==> config.mk <==
export PLATFORM = sky130hd
export DESIGN_NAME = acl_top
export DESIGN_NICKNAME = d
export VERILOG_FILES = /design/src/core/acl_pkg.sv /design/src/core/acl_chan.sv /design/src/core/acl_sync2.sv /design/src/core/acl_top.sv
export SDC_FILE = /design/constraint.sdc
export NUM_CORES = 1
export LEC_CHECK = 0
export ABC_AREA = 0
export BUFFER_PORTS_ARGS = -buffer_cell sky130_fd_sc_hd__buf_4
export CORE_AREA = 2 2 99 101
export CTS_CLUSTER_DIAMETER = 80
export CTS_CLUSTER_SIZE = 40
export DETAILED_ROUTE_END_ITERATION = 6
export DIE_AREA = 0 0 101 103
export PLACE_DENSITY_LB_ADDON = 0.2
export SYNTH_ARGS = -nofsm -noshare
export SYNTH_HDL_FRONTEND = slang
export SYNTH_SLANG_ARGS = --single-unit
==> constraint.sdc <==
create_clock -name clk -period 9.75 [get_ports clk]
set_input_delay 0.4875 -clock clk [delete_from_list [all_inputs] [get_ports clk]]
set_output_delay 0.4875 -clock clk [all_outputs]
set_load 0.01 [all_outputs]
==> src/core/acl_pkg.sv <==
// acl_pkg: constants and carriers for the amplifier control decode block
// assumes: used by acl_top and acl_chan over a 32-bit AXI4-Lite register bus
package acl_pkg;

  // register byte addresses, one 32-bit word each
  localparam logic [7:0] ADDR_INGAIN = 8'h00;
  localparam logic [7:0] ADDR_BASS   = 8'h04;
  localparam logic [7:0] ADDR_TREBLE = 8'h08;
  localparam logic [7:0] ADDR_LVOL   = 8'h0C;
  localparam logic [7:0] ADDR_RVOL   = 8'h10;
  localparam logic [7:0] ADDR_INMUX  = 8'h14;
  localparam logic [7:0] ADDR_MODE   = 8'h1C;
  localparam logic [7:0] ADDR_STATUS = 8'h20;
  localparam logic [7:0] ADDR_LOUT   = 8'h24;
  localparam logic [7:0] ADDR_ROUT   = 8'h28;

  // reset values of the control fields
  localparam logic [2:0] RST_INGAIN = 3'h6;
  localparam logic [3:0] RST_TONE   = 4'h6;
  localparam logic [4:0] RST_VOL    = 5'h10;
  localparam logic [1:0] RST_INMUX  = 2'h0;

  // operating-mode byte bit positions
  localparam int MODE_MUTE  = 4;
  localparam int MODE_WIDEN = 2;
  localparam int MODE_SPKOFF = 1;
  localparam int MODE_SOFTPD = 0;

  // status bit positions
  localparam int ST_WIDEN  = 0;
  localparam int ST_HPMODE = 1;
  localparam int ST_PD     = 2;
  localparam int ST_LMUTE  = 3;
  localparam int ST_RMUTE  = 4;
  localparam int ST_SPKPOS = 5;

  // gain arithmetic in dB, signed
  localparam logic signed [7:0] SPK_OFFSET_DB = 8'sd6;
  localparam logic [4:0] VOL_MUTE_CODE = 5'h00;

  // axi response codes
  localparam logic [1:0] RESP_OKAY   = 2'b00;
  localparam logic [1:0] RESP_SLVERR = 2'b10;

  // input source choices
  typedef enum logic [1:0] {
    ACL_SRC_SE1  = 2'b00,
    ACL_SRC_SE2  = 2'b01,
    ACL_SRC_SE3  = 2'b10,
    ACL_SRC_DIFF = 2'b11
  } acl_src_e;

  // stored control bytes, never altered by mute or shutdown
  typedef struct packed {
    logic [2:0] input_gain_code;
    logic [3:0] bass_code;
    logic [3:0] treble_code;
    logic [4:0] left_volume_code;
    logic [4:0] right_volume_code;
    logic [1:0] input_source_select;
    logic       global_mute_bit;
    logic       stereo_widen_bit;
    logic       speaker_off_bit;
    logic       soft_powerdown_bit;
  } acl_ctrl_s;

  // per-channel effective result
  typedef struct packed {
    logic              muted;
    logic signed [7:0] gain_db;
  } acl_chan_s;

endpackage

==> src/core/acl_chan.sv <==
// acl_chan: one channel's effective gain and mute, combinational
// assumes: inputs come from registers on the same clock
`timescale 1ns/1ps
`default_nettype none
module acl_chan (
  input  wire logic [2:0]      input_gain_code,
  input  wire logic [4:0]      volume_code,
  input  wire logic            global_mute,
  input  wire logic            headphone,
  output var  acl_pkg::acl_chan_s result
);

  logic signed [7:0] in_db;
  logic signed [7:0] vol_db;

  // input gain runs -15 dB to +6 dB in 3 dB steps
  assign in_db = 8'(signed'({5'h00, input_gain_code}) * 3 - 15);

  // volume: code 1 is -42 dB, 2 dB a step, capped at +12 dB for 111xx
  always_comb
  begin
    if (volume_code[4:2] == 3'b111)
      vol_db = 8'sd12;
    else
      vol_db = 8'(signed'({3'h0, volume_code}) * 2 - 44);
  end

  // mute leaves the stored code alone so the old volume comes back
  always_comb
  begin
    result.muted = (volume_code == acl_pkg::VOL_MUTE_CODE) || global_mute;
    if (headphone)
      result.gain_db = 8'(in_db + vol_db);
    else
      result.gain_db = 8'(in_db + vol_db + acl_pkg::SPK_OFFSET_DB);
  end

endmodule
`default_nettype wire

==> src/core/acl_sync2.sv <==
// acl_sync2: two-flop synchroniser for pin levels
// assumes: pins are asynchronous levels; output is one level per bit
`timescale 1ns/1ps
`default_nettype none
module acl_sync2 #(
  parameter int           W         = 1,
  parameter logic [W-1:0] RST_LEVEL = '0
) (
  input  wire logic         clk,
  input  wire logic         rst_n,
  input  wire logic [W-1:0] pin,
  output var  logic [W-1:0] level
);

  logic [W-1:0] meta;

  // first stage is read only by the second; reset to the idle level so no
  // false event shows up in the first cycles after reset
  always_ff @(posedge clk)
  begin
    if (!rst_n)
    begin
      meta  <= RST_LEVEL;
      level <= RST_LEVEL;
    end
    else
    begin
      meta  <= pin;
      level <= meta;
    end
  end

endmodule
`default_nettype wire

==> src/core/acl_top.sv <==
// acl_top: control decode of a stereo amplifier, reached over AXI4-Lite
// assumes: one clock, synchronous active-low reset, pins asynchronous
//
// Operation
// - widening is on when the register bit or the pin is high.
// - bass and treble are separate fields, each written by its own address.
// - left volume written only at its address, right only at its own.
// - speaker mode gain is input gain plus volume plus 6 dB.
// - headphone mode gain is input gain plus volume, no offset.
// - volume code zero mutes that channel alone.
// - global mute bit set mutes both channels.
// - clearing global mute restores the unchanged stored volumes.
// - two-bit source field picks one of three single inputs or differential.
// - headphone plug-in disables positive speaker output, enters headphone mode.
// - all control registers keep their contents through shutdown.
// - soft powerdown bit set enters software shutdown.
// - low hard powerdown pin enters hardware shutdown.
// - each write carries address and eight data bits, each acknowledged.
//
// Decided for this implementation: the AXI4-Lite register port and the register offsets.
`timescale 1ns/1ps
`default_nettype none
module acl_top #(
  parameter int ADDR_W = 8
) (
  input  wire logic                clk,
  input  wire logic                rst_n,
  // axi4-lite slave
  input  wire logic [ADDR_W-1:0]   s_axi_awaddr,
  input  wire logic                s_axi_awvalid,
  output var  logic                s_axi_awready,
  input  wire logic [31:0]         s_axi_wdata,
  input  wire logic [3:0]          s_axi_wstrb,
  input  wire logic                s_axi_wvalid,
  output var  logic                s_axi_wready,
  output var  logic [1:0]          s_axi_bresp,
  output var  logic                s_axi_bvalid,
  input  wire logic                s_axi_bready,
  input  wire logic [ADDR_W-1:0]   s_axi_araddr,
  input  wire logic                s_axi_arvalid,
  output var  logic                s_axi_arready,
  output var  logic [31:0]         s_axi_rdata,
  output var  logic [1:0]          s_axi_rresp,
  output var  logic                s_axi_rvalid,
  input  wire logic                s_axi_rready,
  // pins
  input  wire logic                stereo_widen_pin,
  input  wire logic                hard_powerdown_n,
  input  wire logic                headphone_detect,
  // effective controls
  output var  logic                widen_on,
  output var  logic                powerdown,
  output var  logic                headphone_mode,
  output var  logic                speaker_pos_en,
  output var  logic                left_muted,
  output var  logic                right_muted,
  output var  logic signed [7:0]   left_gain_db,
  output var  logic signed [7:0]   right_gain_db,
  output var  logic [3:0]          bass_code,
  output var  logic [3:0]          treble_code,
  output var  logic [1:0]          input_source_select
);

  if (ADDR_W < 6 || ADDR_W > 8)
    $error("acl_top: ADDR_W must be 6 to 8");

  acl_pkg::acl_ctrl_s ctrl;
  acl_pkg::acl_chan_s lres;
  acl_pkg::acl_chan_s rres;
  logic [2:0]         pins_s;
  logic               widen_pin_s;
  logic               hp_s;
  logic               pd_pin_n_s;

  // pins cross two flops; shutdown pin idles high, so its sync resets high
  acl_sync2 #(.W(3), .RST_LEVEL(3'h1)) u_sync (
    .clk   (clk),
    .rst_n (rst_n),
    .pin   ({stereo_widen_pin, headphone_detect, hard_powerdown_n}),
    .level (pins_s)
  );
  assign widen_pin_s = pins_s[2];
  assign hp_s        = pins_s[1];
  assign pd_pin_n_s  = pins_s[0];

  // write channel: address and data taken in either order
  logic [ADDR_W-1:0] aw_addr;
  logic              aw_have;
  logic [31:0]       w_data;
  logic [3:0]        w_strb;
  logic              w_have;
  logic              do_write;
  logic              wr_hit;

  assign do_write = aw_have && w_have && !s_axi_bvalid;

  // hold each channel once taken; ready drops while held
  always_ff @(posedge clk)
  begin
    if (!rst_n)
    begin
      aw_have       <= 1'b0;
      aw_addr       <= '0;
      s_axi_awready <= 1'b0;
    end
    else
    begin
      s_axi_awready <= !aw_have && !s_axi_awready;
      if (s_axi_awvalid && s_axi_awready)
      begin
        aw_have       <= 1'b1;
        aw_addr       <= s_axi_awaddr;
        s_axi_awready <= 1'b0;
      end
      else if (do_write)
        aw_have <= 1'b0;
    end
  end

  always_ff @(posedge clk)
  begin
    if (!rst_n)
    begin
      w_have       <= 1'b0;
      w_data       <= '0;
      w_strb       <= '0;
      s_axi_wready <= 1'b0;
    end
    else
    begin
      s_axi_wready <= !w_have && !s_axi_wready;
      if (s_axi_wvalid && s_axi_wready)
      begin
        w_have       <= 1'b1;
        w_data       <= s_axi_wdata;
        w_strb       <= s_axi_wstrb;
        s_axi_wready <= 1'b0;
      end
      else if (do_write)
        w_have <= 1'b0;
    end
  end

  // writable words decode; anything else answers slverr
  always_comb
  begin
    case (8'(aw_addr))
      acl_pkg::ADDR_INGAIN,
      acl_pkg::ADDR_BASS,
      acl_pkg::ADDR_TREBLE,
      acl_pkg::ADDR_LVOL,
      acl_pkg::ADDR_RVOL,
      acl_pkg::ADDR_INMUX,
      acl_pkg::ADDR_MODE: wr_hit = 1'b1;
      default:            wr_hit = 1'b0;
    endcase
  end

  // write answer, one per address-data pair
  always_ff @(posedge clk)
  begin
    if (!rst_n)
    begin
      s_axi_bvalid <= 1'b0;
      s_axi_bresp  <= acl_pkg::RESP_OKAY;
    end
    else if (do_write)
    begin
      s_axi_bvalid <= 1'b1;
      s_axi_bresp  <= wr_hit ? acl_pkg::RESP_OKAY : acl_pkg::RESP_SLVERR;
    end
    else if (s_axi_bready)
      s_axi_bvalid <= 1'b0;
  end

  // control store: each field changes only at its own address, only lane 0
  // matters; nothing here looks at shutdown, so settings survive it
  always_ff @(posedge clk)
  begin
    if (!rst_n)
    begin
      ctrl.input_gain_code     <= acl_pkg::RST_INGAIN;
      ctrl.bass_code           <= acl_pkg::RST_TONE;
      ctrl.treble_code         <= acl_pkg::RST_TONE;
      ctrl.left_volume_code    <= acl_pkg::RST_VOL;
      ctrl.right_volume_code   <= acl_pkg::RST_VOL;
      ctrl.input_source_select <= acl_pkg::RST_INMUX;
      ctrl.global_mute_bit     <= 1'b0;
      ctrl.stereo_widen_bit    <= 1'b0;
      ctrl.speaker_off_bit     <= 1'b0;
      ctrl.soft_powerdown_bit  <= 1'b0;
    end
    else if (do_write && w_strb[0])
    begin
      case (8'(aw_addr))
        acl_pkg::ADDR_INGAIN: ctrl.input_gain_code   <= w_data[2:0];
        acl_pkg::ADDR_BASS:   ctrl.bass_code         <= w_data[3:0];
        acl_pkg::ADDR_TREBLE: ctrl.treble_code       <= w_data[3:0];
        acl_pkg::ADDR_LVOL:   ctrl.left_volume_code  <= w_data[4:0];
        acl_pkg::ADDR_RVOL:   ctrl.right_volume_code <= w_data[4:0];
        acl_pkg::ADDR_INMUX:  ctrl.input_source_select <= w_data[1:0];
        acl_pkg::ADDR_MODE:
        begin
          ctrl.global_mute_bit    <= w_data[acl_pkg::MODE_MUTE];
          ctrl.stereo_widen_bit   <= w_data[acl_pkg::MODE_WIDEN];
          ctrl.speaker_off_bit    <= w_data[acl_pkg::MODE_SPKOFF];
          ctrl.soft_powerdown_bit <= w_data[acl_pkg::MODE_SOFTPD];
        end
        default: ;
      endcase
    end
  end

  // per-channel gain and mute
  acl_chan u_left (
    .input_gain_code (ctrl.input_gain_code),
    .volume_code     (ctrl.left_volume_code),
    .global_mute     (ctrl.global_mute_bit),
    .headphone       (hp_s),
    .result          (lres)
  );

  acl_chan u_right (
    .input_gain_code (ctrl.input_gain_code),
    .volume_code     (ctrl.right_volume_code),
    .global_mute     (ctrl.global_mute_bit),
    .headphone       (hp_s),
    .result          (rres)
  );

  // effective outputs, registered; one cycle after the store or pin sync
  always_ff @(posedge clk)
  begin
    if (!rst_n)
    begin
      widen_on            <= 1'b0;
      powerdown           <= 1'b0;
      headphone_mode      <= 1'b0;
      speaker_pos_en      <= 1'b0;
      left_muted          <= 1'b0;
      right_muted         <= 1'b0;
      left_gain_db        <= '0;
      right_gain_db       <= '0;
      bass_code           <= acl_pkg::RST_TONE;
      treble_code         <= acl_pkg::RST_TONE;
      input_source_select <= acl_pkg::RST_INMUX;
    end
    else
    begin
      widen_on            <= ctrl.stereo_widen_bit | widen_pin_s;
      powerdown           <= ctrl.soft_powerdown_bit | !pd_pin_n_s;
      headphone_mode      <= hp_s;
      speaker_pos_en      <= !hp_s && !ctrl.speaker_off_bit;
      left_muted          <= lres.muted;
      right_muted         <= rres.muted;
      left_gain_db        <= lres.gain_db;
      right_gain_db       <= rres.gain_db;
      bass_code           <= ctrl.bass_code;
      treble_code         <= ctrl.treble_code;
      input_source_select <= ctrl.input_source_select;
    end
  end

  // read channel: one cycle from address to data
  logic [31:0] rd_word;
  logic        rd_hit;

  always_comb
  begin
    rd_hit  = 1'b1;
    rd_word = '0;
    case (8'(s_axi_araddr))
      acl_pkg::ADDR_INGAIN: rd_word[2:0] = ctrl.input_gain_code;
      acl_pkg::ADDR_BASS:   rd_word[3:0] = ctrl.bass_code;
      acl_pkg::ADDR_TREBLE: rd_word[3:0] = ctrl.treble_code;
      acl_pkg::ADDR_LVOL:   rd_word[4:0] = ctrl.left_volume_code;
      acl_pkg::ADDR_RVOL:   rd_word[4:0] = ctrl.right_volume_code;
      acl_pkg::ADDR_INMUX:  rd_word[1:0] = ctrl.input_source_select;
      acl_pkg::ADDR_MODE:
      begin
        rd_word[acl_pkg::MODE_MUTE]   = ctrl.global_mute_bit;
        rd_word[acl_pkg::MODE_WIDEN]  = ctrl.stereo_widen_bit;
        rd_word[acl_pkg::MODE_SPKOFF] = ctrl.speaker_off_bit;
        rd_word[acl_pkg::MODE_SOFTPD] = ctrl.soft_powerdown_bit;
      end
      acl_pkg::ADDR_STATUS:
      begin
        rd_word[acl_pkg::ST_WIDEN]  = widen_on;
        rd_word[acl_pkg::ST_HPMODE] = headphone_mode;
        rd_word[acl_pkg::ST_PD]     = powerdown;
        rd_word[acl_pkg::ST_LMUTE]  = left_muted;
        rd_word[acl_pkg::ST_RMUTE]  = right_muted;
        rd_word[acl_pkg::ST_SPKPOS] = speaker_pos_en;
      end
      acl_pkg::ADDR_LOUT:   rd_word[7:0] = left_gain_db;
      acl_pkg::ADDR_ROUT:   rd_word[7:0] = right_gain_db;
      default:              rd_hit = 1'b0;
    endcase
  end

  // arready is high while idle, so one read is under way at most
  always_ff @(posedge clk)
  begin
    if (!rst_n)
    begin
      s_axi_arready <= 1'b0;
      s_axi_rvalid  <= 1'b0;
      s_axi_rdata   <= '0;
      s_axi_rresp   <= acl_pkg::RESP_OKAY;
    end
    else if (s_axi_arvalid && s_axi_arready)
    begin
      s_axi_arready <= 1'b0;
      s_axi_rvalid  <= 1'b1;
      s_axi_rdata   <= rd_word;
      s_axi_rresp   <= rd_hit ? acl_pkg::RESP_OKAY : acl_pkg::RESP_SLVERR;
    end
    else if (s_axi_rvalid && s_axi_rready)
    begin
      s_axi_rvalid  <= 1'b0;
      s_axi_arready <= 1'b1;
    end
    else if (!s_axi_rvalid)
      s_axi_arready <= 1'b1;
  end

  // checks
  a_widen_or: assert property (@(posedge clk) disable iff (!rst_n)
    widen_on == $past(ctrl.stereo_widen_bit | widen_pin_s))
    else $error("widening not the or of bit and pin");
  a_widen_off: assert property (@(posedge clk) disable iff (!rst_n)
    (!ctrl.stereo_widen_bit && !widen_pin_s) |=> !widen_on)
    else $error("widening stayed on");
  a_pd_or: assert property (@(posedge clk) disable iff (!rst_n)
    (ctrl.soft_powerdown_bit || !pd_pin_n_s) |=> powerdown)
    else $error("shutdown missed");
  a_pd_pin: assert property (@(posedge clk) disable iff (!rst_n)
    $fell(hard_powerdown_n) ##1 !hard_powerdown_n [*3] |-> powerdown)
    else $error("hard shutdown pin ignored");
  a_gmute_both: assert property (@(posedge clk) disable iff (!rst_n)
    ctrl.global_mute_bit |=> left_muted && right_muted)
    else $error("global mute left a channel live");
  a_mute_keep: assert property (@(posedge clk) disable iff (!rst_n)
    !do_write |=> $stable(ctrl.left_volume_code) && $stable(ctrl.right_volume_code))
    else $error("volume changed without write");
  a_chan_indep: assert property (@(posedge clk) disable iff (!rst_n)
    (ctrl.left_volume_code == 5'h00 && ctrl.right_volume_code != 5'h00
     && !ctrl.global_mute_bit) |=> left_muted && !right_muted)
    else $error("channel mute not independent");
  a_spk_gain: assert property (@(posedge clk) disable iff (!rst_n)
    rst_n |=> left_gain_db == $past(u_left.in_db + u_left.vol_db
      + (hp_s ? 8'sh00 : acl_pkg::SPK_OFFSET_DB)))
    else $error("speaker offset wrong for the mode");
  a_hp_pos: assert property (@(posedge clk) disable iff (!rst_n)
    hp_s |=> headphone_mode && !speaker_pos_en)
    else $error("speaker live in headphone mode");
  a_bresp: assert property (@(posedge clk) disable iff (!rst_n)
    do_write |=> s_axi_bvalid ##0 (s_axi_bvalid [*1]))
    else $error("write not answered");

  c_write: cover property (@(posedge clk) disable iff (!rst_n) do_write && wr_hit);
  c_mute_back: cover property (@(posedge clk) disable iff (!rst_n)
    $fell(ctrl.global_mute_bit) ##1 !left_muted);
  c_hp: cover property (@(posedge clk) disable iff (!rst_n) $rose(headphone_mode));
  c_pd: cover property (@(posedge clk) disable iff (!rst_n) $rose(powerdown));

endmodule
`default_nettype wire

**Word level (Yosys, flattened, before mapping)**

Cells that the tools add are included.
W data, S select, Z words.

- Bitwise gates (word level): 3
- Muxes and demuxes: 23
- Multipliers: 1
- Divide/modulo/power cells: 0
- Shifts and indexed selects: 0
- Magnitude comparators: 0
- Eq/ne operators: 18
- Reductions and logical operators: 40
- Add/subtract/negate cells: 7

Operator list:

| operator | count |
|---|---|
| $eq A8 B5 Y1 const B | 6 |
| $eq A8 B4 Y1 const B | 4 |
| $mux W8 | 4 |
| $eq A8 B6 Y1 const B | 3 |
| $pmux W2 S10 | 1 |
| $add A8 B4 Y8 const B | 2 |
| $add A8 B8 Y8 | 2 |
| $eq A8 B3 Y1 const B | 2 |
| $logic_not A8 Y1 | 2 |
| $reduce_and A2 Y1 | 7 |
| $sub A6 B6 Y7 const B | 2 |
| $mux W1 | 11 |
| $logic_and A1 B1 Y1 | 10 |
| $logic_not A5 Y1 | 2 |
| $reduce_or A10 Y1 | 1 |
| $pmux W1 S9 | 1 |
| $logic_not A1 Y1 | 8 |
| $reduce_bool A2 Y1 | 4 |
| $sub A8 B5 Y8 const B | 1 |
| $pmux W1 S7 | 1 |
| $reduce_or A7 Y1 | 1 |
| $eq A3 B3 Y1 const B | 2 |
| $pmux W1 S6 | 1 |
| $reduce_or A2 Y1 | 3 |
| other kinds (8) | 11 |

- RAM bits: 0
- Bits of input ports: 62
- Word-level logic and storage cells: 128
- ROM bits: 0
- Memories kept: 0
- Bits in latches: 0
- Register bits: 98

**Longest topological paths before layout**

Gate-level depths: netlist (run 1).

- Word-level depth: 5
- Mapped depth: 15
- Mapped depth without buffers: 15

**Hierarchy**

From an unflattened synthesis (run 1), not the netlist that was laid out.

- Cells, all modules: 569
- Area total of the unflattened synthesis: 5,210.0 µm²

By module, submodules not included:

| module | instances | cells an instance | area each (µm²) | sequential area each (µm²) |
|---|---|---|---|---|
| acl_top | 1 | 409 | 3,871.2 | 1,801.7 |
| acl_chan (u_left) | 1 | 76 | 594.3 | 0.0 |
| acl_chan (u_right) | 1 | 72 | 586.8 | 0.0 |
| acl_sync2 | 1 | 12 | 157.7 | 120.1 |

**Worst setup path before layout (run 1)**

Ideal clock, no wire load.

- Path type: flip-flop to flip-flop
- Start: register, netlist name ctrl[24]
- End: register right_gain_db[7]
- Arrival: 3.442 ns
- Path slack: 6.237 ns
- Cell stages (with the launch flop): 14
- Path buffers: 0
- Clock period less this slack: 3.513 ns
- Path through: dfxtp_1 ha_1 inv_1 fa_1 xnor2_1 inv_1 fa_1 nand2b_1 or2_2 or4_1 a31oi_1 nor3_1 or3_1 mux2i_1

- Cells in the longest elaborated chain, start to end: 5

Ends and longest elaborated chain:

| element | RTL line | text |
|---|---|---|
| $mul A3 B2 Y5 (*) | acl_chan.sv:17 | `assign in_db = 8'(signed'({5'h00, input_gain_code}) * 3 - 15);` |
| $sub A8 B5 Y8 (*) | acl_chan.sv:17 |  |
| $add A8 B8 Y8 (*) | acl_chan.sv:33, acl_chan.sv:35 |  |
| $add A8 B4 Y8 | acl_chan.sv:35 | `result.gain_db = 8'(in_db + vol_db + acl_pkg::SPK_OFFSET_DB);` |
| $mux W8 (*) | acl_chan.sv:32 | `if (headphone)` |
| to (signal assigned) | acl_top.sv:257 | `right_gain_db <= rres.gain_db;` |
| to (decl) | acl_top.sv:58 | `output var logic signed [7:0] right_gain_db,` |

Every way passes the cells marked *; elsewhere a longest branch is shown, timed or not.
A chain may end at the register's enable or synchronous reset.

**Worst setup path in the final report (run 1)**

- Start: register, netlist name ctrl[24]
- End: register right_gain_db[7]

- Cells in the longest elaborated chain, start to end: 5

Ends and longest elaborated chain:

| element | RTL line |
|---|---|
| $mul A3 B2 Y5 (*) | acl_chan.sv:17 |
| $sub A8 B5 Y8 (*) | acl_chan.sv:17 |
| $add A8 B8 Y8 (*) | acl_chan.sv:33, acl_chan.sv:35 |
| $add A8 B4 Y8 | acl_chan.sv:35 |
| $mux W8 (*) | acl_chan.sv:32 |

Marked as above.

==> flow_metrics.py, run 1 <==
metrics = {
    "outcome": {
        "outcome": "finished, final reports clean",
    },
    "global_routing": {
        "antenna_found_initial": 0,
        "overflow": 0,
        "grt_pass1_wl_um": 17700,
        "grt.total_usage_pct": 21.6,
        "grt_pass1_vias": 3858,
        "grt_start_max_net_pins": 43,
    },
    "timing": {
        "tightest_slew_ns": 0.920,
        "fin_tns_setup_ns": 0,
        "slew_violations": 0,
        "period_needed_ns": 4.04,
        "rsz0062_at_grt": "no",
        "setup_viol": 0,
        "fmax_mhz": 247,
        "hold_viol_final": 0,
        "finalCritPeriodShare_pct": 41.5,
        "fin_skew_ns": 0.0142,
        "timing.final.ws_setup_ns": 5.71,
        "slew_headroom_pct": 38.5,
    },
    "setup_path": {
        "crit_arrival_ns": 4.34,
        "reg2reg_slack_ns": 5.71,
        "critPathBufInv": 3,
        "r2r_start": "ctrl[24]$_SDFFE_PN0P_",
        "path_common_cell": "inv_1",
        "cp_top_family": "simple AND/OR/NAND/NOR gates",
        "crit_path_cell_trace": "ha_1 > inv_1 > fa_1 > nor3b_1 > nand2_1 > nand2_1 > inv_1 > ha_1 > inv_1 > or2_2 > or4_1 > a31oi_1 > nor3_1 > or3_1 > mux2i_1",
        "worst-setup-path-type": "reg2reg",
        "cp.required_ns": 10.04,
        "path_depth": 15,
        "crit_path_end_kind": "register",
        "slowest_stage": "dfxtp_1",
        "max_stage_delay_ns": 0.52,
        "rr_endpoint": "right_gain_db[7]$_SDFF_PN0_",
        "critPathLaunchType": "register",
        "crit_fanout": 7,
        "rr_worst_depth": 15,
    },
    "synthesis": {
        "synth_area_per_cell_um2": 8.41,
        "synth_compound_area_share_pct": 13.2,
        "synth_top_family_by_area": "simple AND/OR/NAND/NOR gates",
        "yosysMostFrequentCell": "dfxtp_1",
        "synth_fa_ha_area_share_pct": 6.24,
        "synth_area_leaders": "dfxtp_1, mux2i_1, a21oi_1, ha_1, nand2_1",
        "ys_ff_latch": 95,
        "synth_mux_area_share_pct": 6.80,
        "ys.flop_type": "dfxtp_1",
        "synth_simple_gate_area_share_pct": 21.9,
        "synth-edff-count": 0,
        "synth_largest_area_cell": "dfxtp_1",
        "yosysUniqueCellTypes": 55,
        "synth_top_area_share_pct": 38.3,
        "synth_xor_area_share_pct": 5.46,
        "netlist_instances": 591,
        "yosys_warnings": 0,
        "seq_area_frac_synth_pct": 38.3,
        "synthArstFlopShare_pct": 0,
        "netlist_area_um2": 4970,
        "synth_common_cells": "dfxtp_1, nand2_1, nor2_1",
    },
    "cells_and_area": {
        "drive_gt1_share_pct": 16.5,
        "area_growth_pct": 14.5,
        "final_area_um2": 5690,
        "fillers": 835,
        "antennaDiodeCount": 0,
        "finalNetCount": 735,
        "final-instance-count-excl-fill": 769,
        "multi_input_area_um2": 2760,
        "ff_latch_area_um2": 1900,
    },
    "die": {
        "initial_core_util_pct": 52.5,
        "io_pins": 135,
        "die_y_um": 103,
        "dieWidth_um": 101,
        "dieArea_um2": 10400,
        "core_um2": 9460,
        "rows": 36,
    },
    "drt": {
        "ant_nets": 0,
        "wl_per_cell_um": 14.5,
        "wl_um": 11200,
        "vias": 4221,
        "drc_errors": 0,
        "drtPass1Iterations": 5,
        "initialDrtViolationCount": 178,
        "routed_via_density": 5.49,
    },
    "clock_tree": {
        "clockBufferDepth": 2,
        "cts_tree": "yes",
        "cts.reportedPaths.clkPinSlew_ns": 0.10,
        "cts_made_buffers": 9,
        "insertion_delay_ns": 0.38,
        "cts_hold_buf": 0,
        "cts_resized": 0,
        "h-tree-depth": 3,
        "cts_setup_buffers": 0,
        "cts-root-buf": "clkbuf_8",
        "cts_sinks": 95,
    },
    "pwr": {
        "powerDensity_nw_per_um2": 131,
        "p_leak_nw": 2.52,
        "ir_drop_mv": 0.0781,
    },
    "place": {
        "dp_cells": 753,
        "hpwl_um": 8430,
        "portBuffers": 78,
        "gp_congestion": 0.874,
        "post-place-ws_ns": 5.78,
        "placed_area_um2": 5490,
    },
    "worst_hold_path": {
        "hold_depth": 2,
        "hold_end": "u_sync.meta[0]$_SDFF_PN1_",
        "min_from": "hard_powerdown_n",
        "hp-class": "in2reg",
    },
    "job": {
        "cap_violations": 0,
    },
}
## stage by stage
step | hold slack (ns) | util (%) | power (mW)
after CTS | 0.280 | 60.2 | 0.748
after detailed placement | 0.405 | 58.0 | 0.487
after floorplan | 0.386 | - | 0.465
final | 0.292 | 60.2 | 0.745
after global placement | 0.393 | 58.0 | 0.485
after global routing | 0.291 | 60.2 | 0.771
## cell usage in the layout, fill, tap and decap left out, types with 2 or more instances in the layout
cell type  netlist  layout
buf_4           27      79
mux2_2           4       4
nand3_1         42      42
xnor3_1          2       2
nand2_1         59      59
xor2_1           8       8
nor4_1           4       4
or3_1            2       2
o21ai_0         11      11
o21a_1           5       5
a22oi_1          7       7
o22ai_1          2       2
or4_1            2       2
inv_1           22      21
nor3b_1          2       2
mux2i_1         27      27
a21o_1           3       3
nand2b_1        12      12
and2_1          19      19
a21bo_2          2       2
inv_6            0       2
nor3_1          14      14
fa_1             3       3
or2_2            3       3
nor2_1          53      53
dfxtp_1         95      95
xnor2_1         16      16
nor2b_1         11      11
a31oi_1          4       4
clkbuf_8         0       9
conb_1           1      26
ha_1            20      20
a21oi_1         50      50
a211oi_1         6       6
o21bai_1         2       2
a221oi_1         2       2
nand3b_1         2       2
## worst max-delay path by stage
stage	from	end	slack, ns
detailed placement	ctrl[24]$_SDFFE_PN0P_	right_gain_db[7]$_SDFF_PN0_	5.78
finish	ctrl[24]$_SDFFE_PN0P_	right_gain_db[7]$_SDFF_PN0_	5.71
global placement	ctrl[24]$_SDFFE_PN0P_	right_gain_db[7]$_SDFF_PN0_	5.88
floorplan	ctrl[24]$_SDFFE_PN0P_	right_gain_db[7]$_SDFF_PN0_	6.24
global route	ctrl[24]$_SDFFE_PN0P_	right_gain_db[7]$_SDFF_PN0_	5.45
CTS	ctrl[24]$_SDFFE_PN0P_	right_gain_db[7]$_SDFF_PN0_	5.68
## power by group
part | internal, mW | leakage, nW | switching [mW]
clock network | 0.123 | 0.0994 | 0.144
logic | 0.0298 | 1.65 | 0.0392
registers | 0.399 | 0.776 | 0.0102
total | 0.551 | 2.52 | 0.194
## final cells by class
type	count	share of cell area, %
Clock buffer	10	2.24
Clock inverter	6	1.32
Inverter	23	1.52
Multi-Input combinational cell	442	48.6
Sequential cell	95	33.4
Tap cell	114	2.51
Timing Repair Buffer	79	10.4
## metal layers
layer  routed length (µm)  GRT usage, %  vias to the layer above
met5                    0             0                        -
met4                  292          9.77                        0
met3                  776          4.47                       27
met2                 5260          36.3                      168
met1                 4830          26.9                     1940
li1                     -             -                     2086
## logic make-up after synthesis
logic type	after synthesis
buf+inv	79
compound gates	106
xor+xnor	27
mux	32
flops	95
fa+ha+maj	23
simple gates	228
other cells	1
## state kept, by name, indices dropped and copies added (netlist names), 2 cells and up
name / cells
w_data: 5
input_source_select: 2
u_sync.level: 3
bass_code: 4
s_axi_rdata: 8
ctrl: 27
u_sync.meta: 3
right_gain_db: 7
treble_code: 4
left_gain_db: 8
aw_addr: 8
No activity file was read; power rests on OpenSTA's default activity.
==> run 2, diff against run 1 <==
Settings changed: CORE_AREA 2 2 99 101 to 2 2 100 102, DIE_AREA 0 0 101 103 to 0 0 102 104.
Clock period 9.75 ns to 4.2 ns, I/O delays scaled along.
==> run 2 against run 1 <==
Compared with the run above: sequential cell count unchanged; utilization down 0.17 points; hold slack worse by 0.27 ns; final cell count up 2.7%; non-clock buffer count up 2; routed wire length up 1.4%; combinational power up 130%; clock skew down 0.0033 ns; first-iteration DRC count up 5.1%; critical endpoint unchanged; global-route usage down 0.18 points; clock power up 130%; die area up 2.0%.
==> flow_metrics.py, run 2 (synthesized netlist as in run 1, its figures left out) <==
metrics = {
    "outcome": {
        "outcome": "finished, final reports clean",
    },
    "die": {
        "dieWidth_um": 102,
        "dieArea_um2": 10600,
        "rows": 36,
        "die_y_um": 104,
        "core_um2": 9550,
        "initial_core_util_pct": 52.0,
        "io_pins": 135,
    },
    "pwr": {
        "seq_power_share_pct": 54.8,
        "powerDensity_nw_per_um2": 302,
        "p_int_mw": 1.28,
        "power.share.switching_pct": 26.2,
        "ir_drop_mv": 0.159,
        "comb_power_share_pct": 9.3,
        "p_sw_mw": 0.453,
        "p_total_mw": 1.73,
        "p_leak_nw": 2.53,
        "power.share.clock_pct": 35.9,
    },
    "global_routing": {
        "grt.total_usage_pct": 21.5,
        "grt_pass1_wl_um": 18400,
        "grt_pass1_vias": 3898,
        "grt_start_max_net_pins": 35,
        "antenna_found_initial": 0,
        "overflow": 0,
    },
    "setup_path": {
        "crit_path_cell_trace": "ha_1 > inv_1 > fa_1 > xnor2_1 > inv_1 > fa_1 > nand2b_1 > or2_2 > or4_1 > a31oi_1 > nor3_1 > or3_1 > mux2i_1",
        "crit_arrival_ns": 4.20,
        "crit_path_end_kind": "register",
        "max_stage_delay_ns": 0.50,
        "critPathLaunchType": "register",
        "crit_fanout": 5,
        "cp_top_family": "simple AND/OR/NAND/NOR gates",
        "critPathBufInv": 2,
        "cp.required_ns": 4.50,
        "worst-setup-path-type": "reg2reg",
        "slowest_stage": "fa_1",
    },
    "clock_tree": {
        "cts-root-buf": "clkbuf_8",
        "cts_hold_buf": 0,
        "clockBufferDepth": 2,
        "cts_sinks": 95,
        "cts_setup_buffers": 0,
        "cts_tree": "yes",
        "cts_made_buffers": 9,
        "insertion_delay_ns": 0.36,
        "cts.reportedPaths.clkPinSlew_ns": 0.10,
        "cts_resized": 0,
        "h-tree-depth": 3,
    },
    "cells_and_area": {
        "layout_commonest_cell": "dfxtp_1",
        "finalNetCount": 737,
        "antennaDiodeCount": 0,
        "largest_reg_flops": 27,
        "largest_register": "ctrl",
        "drive_gt1_share_pct": 16.7,
        "final_cell_mix": "dfxtp_1, buf_4, nand2_1",
        "fillers": 892,
        "area_growth_pct": 15.3,
    },
    "drt": {
        "wl_um": 11300,
        "initialDrtViolationCount": 187,
        "routed_via_density": 5.31,
        "vias": 4193,
        "drtPass1Iterations": 5,
        "ant_nets": 0,
        "wl_per_cell_um": 14.3,
        "drc_errors": 0,
    },
    "place": {
        "portBuffers": 78,
        "gp_congestion": 0.876,
        "hpwl_um": 8540,
    },
    "job": {
        "cap_violations": 0,
    },
    "timing": {
        "fin_tns_setup_ns": 0,
        "slew_violations": 0,
        "rsz0062_at_grt": "no",
        "hold_viol_final": 0,
        "fmax_mhz": 256,
        "period_needed_ns": 3.90,
        "slew_headroom_pct": 37.2,
        "finalCritPeriodShare_pct": 92.9,
        "tightest_slew_ns": 0.938,
        "setup_viol": 0,
        "fin_skew_ns": 0.0109,
    },
    "worst_hold_path": {
        "hp-class": "in2reg",
    },
}
[run 2: cell count changes in the layout (fill, tap and decap cells not counted), sizes merged]
cell      previous run  this run
buf                 79        81
clkinv               2         1
clkinvlp             1         2
[run 2: per-layer routing]
metal	global-route usage, %	share of wire (%)	vias up
met1	28.5	45	1948
li1	-	-	2089
met5	0	0	-
met3	3.02	5.5	16
met4	7.14	1.5	0
met2	35.5	48	140
[run 2: worst paths after layout]
check / slack (ns) / start / cells after the start / to
worst min register to register: 0.41 / u_sync.level[0]$_SDFF_PN1_ / 1 / powerdown$_SDFF_PN0_
worst max register to register: 0.30 / ctrl[25]$_SDFFE_PN1P_ / 13 / right_gain_db[7]$_SDFF_PN0_
worst min-delay path: 0.03 / hard_powerdown_n / 2 / u_sync.meta[0]$_SDFF_PN1_
worst max-delay path: 0.30 / ctrl[25]$_SDFFE_PN1P_ / 13 / right_gain_db[7]$_SDFF_PN0_
[run 2: power by group through the flow]
stage / Combinational, mW / Sequential (mW) / Clock, mW
global placement: 0.158 / 0.970 / 0
detailed placement: 0.160 / 0.971 / 0
global route: 0.178 / 0.953 / 0.674
floorplan: 0.114 / 0.965 / 0
finish: 0.161 / 0.949 / 0.621
CTS: 0.160 / 0.950 / 0.634
[run 2: cell type report]
type	instances	area, µm²	share of cell area, %
clock buffer	10	128	2.23
sequential	95	1900	33.2
tap	133	166	2.91
multi-input combinational	442	2760	48.3
inverter	23	86.3	1.51
timing repair buffer	81	608	10.6
clock inverter	6	73.8	1.29
[run 2: stage by stage]
stage	instance area (µm²)	hold slack (ns)	util, %	setup WS [ns]	instances
global route	5730	0.00747	60.0	0.0825	790
CTS	5730	0.0138	60.0	0.307	790
finish	5730	0.0269	60.0	0.298	790
floorplan	5060	0.283	-	0.687	616
detailed placement	5530	0.401	57.9	0.361	774
global placement	5530	0.391	57.9	0.459	774
[run 2: worst register-to-register path: stages (launching register included)]
cell and delay, ns:
dfxtp_1 0.45, ha_1 0.23, inv_1 0.06, fa_1 0.50, xnor2_1 0.34, inv_1 0.16, fa_1 0.48, nand2b_1 0.18
or2_2 0.29, or4_1 0.41, a31oi_1 0.24, nor3_1 0.10, or3_1 0.30, mux2i_1 0.12
